[src/rtl/shreg_pkg.sv]
// Purpose: shared constants and types of the four-stage universal shift register
// Assumes: one clock (ref_clk, 200 MHz), synchronous active-high reset
// Notes: op code is {op_pick1, op_pick0}
// Behaviour
// - four stages, parallel and serial inputs, outputs
// - both selects high: parallel load on edge
// - parallel load ignores both serial inputs
// - pick0 high, pick1 low: shift toward out3
// - pick0 low, pick1 high: shift toward out0
// - both selects low: stages hold
// - low clear forces all four stage outputs low
// - stages change only on a clock edge, except that a falling clear empties them at once
package shreg_pkg;

   localparam int STAGES = 4;
   localparam int CMD_DEPTH = 16;
   localparam logic [STAGES-1:0] STAGE_RST = 4'h0;

   typedef enum logic [1:0] {
      OP_HOLD  = 2'b00,
      OP_RIGHT = 2'b01,
      OP_LEFT  = 2'b10,
      OP_LOAD  = 2'b11
   } op_t;

   // one queued clocking request: select code plus every data input
   typedef struct packed {
      op_t op;
      logic feed_top_in;
      logic feed_bottom_in;
      logic [STAGES-1:0] par;
   } cmd_t;

   localparam int CMD_W = $bits(cmd_t);

endpackage

[src/rtl/cmd_fifo.sv]
// Purpose: request queue with valid/ready on both sides
// Assumes: single clock, synchronous active-high reset
// Notes: depth must be a power of two
`timescale 1ns/1ps
module cmd_fifo import shreg_pkg::*; #(
   parameter int WIDTH = CMD_W,
   parameter int DEPTH = CMD_DEPTH
) (
   input wire logic ref_clk,
   input wire logic reset,
   input wire logic in_valid,
   output logic in_ready,
   input wire logic [WIDTH-1:0] in_data,
   output logic out_valid,
   input wire logic out_ready,
   output logic [WIDTH-1:0] out_data,
   output logic [$clog2(DEPTH):0] level
);
   localparam int AW = $clog2(DEPTH);

   logic [WIDTH-1:0] mem_r [DEPTH];
   logic [AW:0] wr_r;
   logic [AW:0] rd_r;

   wire full = (wr_r[AW] != rd_r[AW]) && (wr_r[AW-1:0] == rd_r[AW-1:0]);
   wire empty = (wr_r == rd_r);
   wire push = in_valid && !full;
   wire pop = out_ready && !empty;

   assign in_ready = !full;
   assign out_valid = !empty;
   assign out_data = mem_r[rd_r[AW-1:0]];
   assign level = wr_r - rd_r;

   always_ff @(posedge ref_clk) begin
      if (push) begin
         mem_r[wr_r[AW-1:0]] <= in_data;
      end
   end

   always_ff @(posedge ref_clk) begin
      if (reset) begin
         wr_r <= '0;
         rd_r <= '0;
      end else begin
         wr_r <= wr_r + (AW+1)'(push);
         rd_r <= rd_r + (AW+1)'(pop);
      end
   end
endmodule

[src/rtl/stage_mux.sv]
// Purpose: next-value select for one stage
// Assumes: neighbours already routed by the caller
// Notes: purely combinational
`timescale 1ns/1ps
module stage_mux import shreg_pkg::*; (
   input op_t op,
   input wire logic cur,
   input wire logic below,
   input wire logic above,
   input wire logic par_bit,
   output logic nxt
);
   wire is_load = (op == OP_LOAD);
   wire is_right = (op == OP_RIGHT);
   wire is_left = (op == OP_LEFT);

   // load takes only the parallel bit, serial feeds never reach it
   assign nxt = is_load ? par_bit :
                is_right ? below :
                is_left ? above :
                cur;

endmodule

[src/rtl/univ_shift4.sv]
// Purpose: four-stage bidirectional universal shift register behind a request queue
// Assumes: inputs synchronous to ref_clk; wipe_n may fall at any time
// Notes: each request drained from the queue stands for one rising edge of the register
`timescale 1ns/1ps
module univ_shift4 import shreg_pkg::*; #(
   parameter int DEPTH = CMD_DEPTH
) (
   input wire logic ref_clk,
   input wire logic reset,
   input wire logic wipe_n,
   input wire logic cmd_valid,
   output logic cmd_ready,
   input wire logic op_pick0,
   input wire logic op_pick1,
   input wire logic pin0_in,
   input wire logic pin1_in,
   input wire logic pin2_in,
   input wire logic pin3_in,
   input wire logic feed_bottom_in,
   input wire logic feed_top_in,
   input wire logic step_ok,
   output logic out0,
   output logic out1,
   output logic out2,
   output logic out3,
   output logic [$clog2(DEPTH):0] pending
);

   cmd_t cmd_in;
   cmd_t head;
   logic head_valid;
   logic [STAGES-1:0] stage_r;
   logic [STAGES-1:0] stage_nxt;
   logic [STAGES+1:0] ext;

   // mode and data are sampled together as one request
   assign cmd_in.op = op_t'({op_pick1, op_pick0});
   assign cmd_in.feed_top_in = feed_top_in;
   assign cmd_in.feed_bottom_in = feed_bottom_in;
   assign cmd_in.par = {pin3_in, pin2_in, pin1_in, pin0_in};

   cmd_fifo #(
      .WIDTH(CMD_W),
      .DEPTH(DEPTH)
   ) u_queue (
      .ref_clk(ref_clk),
      .reset(reset),
      .in_valid(cmd_valid),
      .in_ready(cmd_ready),
      .in_data(cmd_in),
      .out_valid(head_valid),
      .out_ready(step_ok),
      .out_data(head),
      .level(pending)
   );

   // a register edge happens only when a request is drained
   wire fire = head_valid && step_ok;

   // neighbour chain: bottom feed below stage 0, top feed above stage 3
   assign ext = {head.feed_top_in, stage_r, head.feed_bottom_in};

   genvar i;
   generate
      for (i = 0; i < STAGES; i++) begin : g_stage
         stage_mux u_mux (
            .op(head.op),
            .cur(stage_r[i]),
            .below(ext[i]),
            .above(ext[i+2]),
            .par_bit(head.par[i]),
            .nxt(stage_nxt[i])
         );
      end
   endgenerate

   // clear overrides everything, without waiting for the clock
   always_ff @(posedge ref_clk or negedge wipe_n) begin
      if (!wipe_n) begin
         stage_r <= STAGE_RST;
      end else if (reset) begin
         stage_r <= STAGE_RST;
      end else if (fire) begin
         stage_r <= stage_nxt;
      end
   end

   // each stage on its own output
   assign out0 = stage_r[0];
   assign out1 = stage_r[1];
   assign out2 = stage_r[2];
   assign out3 = stage_r[3];

   wire do_load = fire && head.op == OP_LOAD;
   wire do_right = fire && head.op == OP_RIGHT;
   wire do_left = fire && head.op == OP_LEFT;
   wire do_hold = fire && head.op == OP_HOLD;
endmodule

[config.mk]
export PLATFORM = sky130hd
export DESIGN_NAME = univ_shift4
export DESIGN_NICKNAME = d
export VERILOG_FILES = /design/src/rtl/shreg_pkg.sv /design/src/rtl/cmd_fifo.sv /design/src/rtl/stage_mux.sv /design/src/rtl/univ_shift4.sv
export SDC_FILE = /design/constraint.sdc
export NUM_CORES = 1
export LEC_CHECK = 0
export ABC_AREA = 0
export BUFFER_PORTS_ARGS = -buffer_cell sky130_fd_sc_hd__buf_2
export CAP_MARGIN = 10
export CORE_AREA = 2 2 139 114
export DETAILED_ROUTE_END_ITERATION = 8
export DIE_AREA = 0 0 141 116
export PLACE_DENSITY = 0.62
export SLEW_MARGIN = 40
export SYNTH_ARGS = -nofsm -noshare
export SYNTH_HDL_FRONTEND = slang
export SYNTH_SLANG_ARGS = --single-unit
export TNS_END_PERCENT = 20
[constraint.sdc]
create_clock -name ref_clk -period 3.6 [get_ports ref_clk]
set_input_delay 0.18 -clock ref_clk [delete_from_list [all_inputs] [get_ports ref_clk]]
set_output_delay 0.18 -clock ref_clk [all_outputs]
set_load 0.01 [all_outputs]
==> out/qor_table.md <==
| Stage | Parameter | Reported |
|:---|:---|:---|
| detailed routing | Drt pass-1 iters | 4 |
| global route | Number of antenna violations at the first check in global routing | 0 |
| critical path | Critical path class | reg2reg |
| timing | Worst-case clock skew | 12.20 ps |
| clock network | Root buffer cell | sky130_fd_sc_hd__clkbuf_16 |
| timing | Achievable Freq | 356.0 MHz |
| synthesis | Post-synthesis instance area | 5884 sq um |
| timing | Post-route fraction of the period consumed by the critical path | 78.02% |
| floorplan | Die Outline Area | 16360 sq um |
| clock network | Worst-Skew Late Latency | 420 ps |
| synthesis | Register area share after synthesis | 70.42% |
| timing | Transition at the pin with the smallest max-transition slack | 817.9 ps |
| finish | Count of inserted antenna diode cells | 0 |
| critical path | Data arrival time of the worst path | 2840 ps |
| floorplan | Ports placed on the boundary | 23 |
| synthesis | Share of flip-flops with an asynchronous set or reset | 2.817% |
| timing | Final count of hold timing violations | 0 |
| detailed routing | First-iteration detailed-routing DRC count | 255 |
| synthesis | Mean cell area of the mapped netlist | 18.33 sq um |
| timing | Sum of negative setup slack | 0 ps |
| global route | GRT Residual Overflow | 0 |
| timing | Number of failing setup endpoints in the final timing report | 0 |
| detailed routing | Average via count per standard cell | 5.368 |
| critical path | Register-to-Register Setup Slack | 790 ps |
| synthesis | Syn Nets | 343 |
| floorplan | Die H | 116 um |
| timing | Final-report max-slew violation count | 0 |
| clock network | H-tree Lvls | 4 |
| global route | Number of global-route vias before repair | 3046 |
| floorplan | # rows | 40 |
| place | Routability congestion estimate from global placement | 0.7988 |
| power and ir drop | Pwr per Cell Area | 593.5 nW/um^2 |
| clock network | Max Buffers Root-to-Sink | 2 |
| place | Detail Placement HPWL | 8.047 mm |
| finish | Count of fill cells added during filler insertion | 1249 |
| global route | Busiest layer in global routing | met1 |
| synthesis | Dominant synthesized flop cell | sky130_fd_sc_hd__edfxtp_1 |
| critical path | Max Fanout on Critical Path | 12 |
| floorplan | Chip width | 141 um |
| timing | RSZ-0062 raised after global routing | no |
| power and ir drop | Reported leakage power | 0.002328 uW |
| clock network | CTS tree | built |
| global route | Met2 track demand over resource | 23.38% |
| detailed routing | Routed wire length | 12.13 mm |
| critical path | Data required time of the critical path | 3630 ps |
| critical path | Worst Setup Start Kind | flop |
| clock network | Number of gates given a new drive strength after cts | 0 |
| synthesis | Number of enable flip-flop cells after synthesis | 128 |
| place | Worst Setup Slack post-DPL | 756.4 ps |
| clock network | Clock-pin slew on the worst setup and hold paths | 60 ps |
| clock network | Buffer count from post-CTS setup fixing | 0 |
| global route | Overall routing resource usage | 16.01% |
| synthesis | Flip-flop and latch count after synthesis | 142 |
| hold path | Worst min path class | in2async |
| synthesis | Post-synthesis cell type count | 45 |
| detailed routing | Avg WL per Cell | 21.35 um |
| run | Number of maximum-capacitance constraint violations | 0 |
| global route | Fraction of met3 tracks used by global routing | 4.132% |
| outcome | Result of the run | finished clean |
| detailed routing | Routed via count | 3049 |
| timing | Fin crit period | 2809 ps |
| detailed routing | DRC viols | 0 |
| global route | First-pass GRT wire length | 18.63 mm |
| timing | Worst-case setup margin in the final layout | 791.2 ps |
| clock network | Number of clock buffers inserted by TritonCTS | 17 |
| floorplan | Core Area | 14860 sq um |
| finish | Most common library cell in the layout ignoring fill and taps | sky130_fd_sc_hd__edfxtp_1 |
| synthesis | Instance count of the mapped netlist | 321 |
| global route | Met1 usage in global routing | 23.82% |
| detailed routing | Number of routed nets with antenna violations | 0 |
| finish | Fraction of final layout cells sized beyond drive strength 1 | 28.50% |
| finish | Most used cells in the layout excluding fill and tap cells | 128 x sky130_fd_sc_hd__edfxtp_1, 26 x sky130_fd_sc_hd__mux4_2, 22 x sky130_fd_sc_hd__buf_2 |
| synthesis | Total number of yosys warnings | 0 |
| floorplan | Starting utilization of the core area | 39.59% |
| finish | Number of nets in the layout | 388 |
| clock network | # clock sinks | 142 |
| finish | Relative area change from synthesis to final layout | 16.42% |
| clock network | Cts hold-fix bufs | 1 |
| global route | Maximum number of pins on one net before global-route repair | 23 |
| power and ir drop | Worst ir drop on vdd | 0.2664 mV |
| critical path | Kind of end point of the critical path | flop |
| place | IO buf count | 22 |
| timing | Worst relative slew slack | 45.27% |
## final timing paths
kind                                       startpoint                            end  cells past startpoint
min                                            wipe_n         stage_r[3]$_DFFE_PN0P_                      2
min in group ref_clk                            reset     u_queue.rd_r[3]$_SDFF_PP0_                      2
max in group asynchronous                      wipe_n         stage_r[1]$_DFFE_PN0P_                      2
max reg2reg                u_queue.rd_r[0]$_SDFF_PP0_  u_queue.mem_r[7][6]$_DFFE_PP_                      7
min reg2reg                u_queue.wr_r[4]$_SDFF_PP0_     u_queue.wr_r[4]$_SDFF_PP0_                      2
max                        u_queue.rd_r[0]$_SDFF_PP0_  u_queue.mem_r[7][6]$_DFFE_PP_                      7
## cell type report
type / count / area (sq um) / share of cell area [%]
inverters: 10 / 51.30 / 0.7489
flip-flops and latches: 142 / 4145 / 60.51
clock buffers: 19 / 432.9 / 6.320
multi-input cells: 154 / 1589 / 23.20
repair buffers: 41 / 255.2 / 3.726
well taps: 189 / 236.5 / 3.452
clock inverters: 13 / 140.1 / 2.046
## flip-flops by register name (all words and copies together), names as in the netlist
name and cells:
stage_r 4, u_queue.mem_r 128, u_queue.wr_r 5, u_queue.rd_r 5
## metrics by stage
stage | util (%) | cell area [sq um] | power [uW] | hold slack [ps] | instances
floorplan | - | 5884 | 2296 | -115.6 | 321
global placement | 42.13 | 6262 | 2413 | -12.58 | 535
detailed placement | 42.15 | 6265 | 2422 | -8.483 | 535
CTS | 46.07 | 6848 | 4102 | 89.88 | 568
global route | 46.09 | 6850 | 4218 | 107.3 | 568
finish | 46.09 | 6850 | 4066 | 106.3 | 568
## cell usage after synthesis, drive strengths merged (2+ instances only)
cell type  number  area [sq um]
dfxtp          10         200.2
a21o            2         15.01
nand3          13         65.06
a31o            4         35.03
nor3            5         30.03
mux4           30         690.7
xnor2           5         43.79
xor2            5         43.79
inv             9         33.78
and2            3         18.77
a22oi           4         43.79
nor2           20         75.07
nand2           9         33.78
ha              8         100.1
buf             9         82.58
edfxtp        128          3844
mux2            3         41.29
nand2b          4         25.02
a211o           2         17.52
o21ai           3         15.01
nor2b           8         50.05
clkbuf          6         22.52
a311oi          3         26.28
a21oi           5         25.02
a211oi          2         15.01
mux2i           8         80.08
dfrtp           4         100.1
## cells by family after synthesis
logic type / count (synthesis) / synth area share (%)
AOI/OAI and AO/OA: 31 / 4.423
adders and majority gates: 9 / 2.041
muxes: 41 / 13.80
and+or+nand+nor: 63 / 5.167
xor gates and xnor gates: 10 / 1.488
buffers and inverters: 25 / 2.658
DFF: 142 / 70.42
## worst max-delay path, stage by stage (launching register included)
cell and delay, ps:
sky130_fd_sc_hd__dfxtp_2 570, sky130_fd_sc_hd__buf_4 280, sky130_fd_sc_hd__ha_1 270, sky130_fd_sc_hd__nand4_1 120
sky130_fd_sc_hd__nand2b_1 120, sky130_fd_sc_hd__and2_1 230, sky130_fd_sc_hd__nand3_1 170, sky130_fd_sc_hd__nor2_1 670
## power breakdown
part / internal [uW] / switching (uW)
logic: 259 / 262
clock network: 1020 / 659
registers: 1830 / 34.5
## layer usage
layer	wire length, um	vias to the layer above	share of wire, %
li1	-	1370	-
met1	6136	1599	51
met2	5384	70	44
met3	493	10	4.1
met4	112	0	0.92
met5	0	-	0
(Power assumes the default switching activity.)
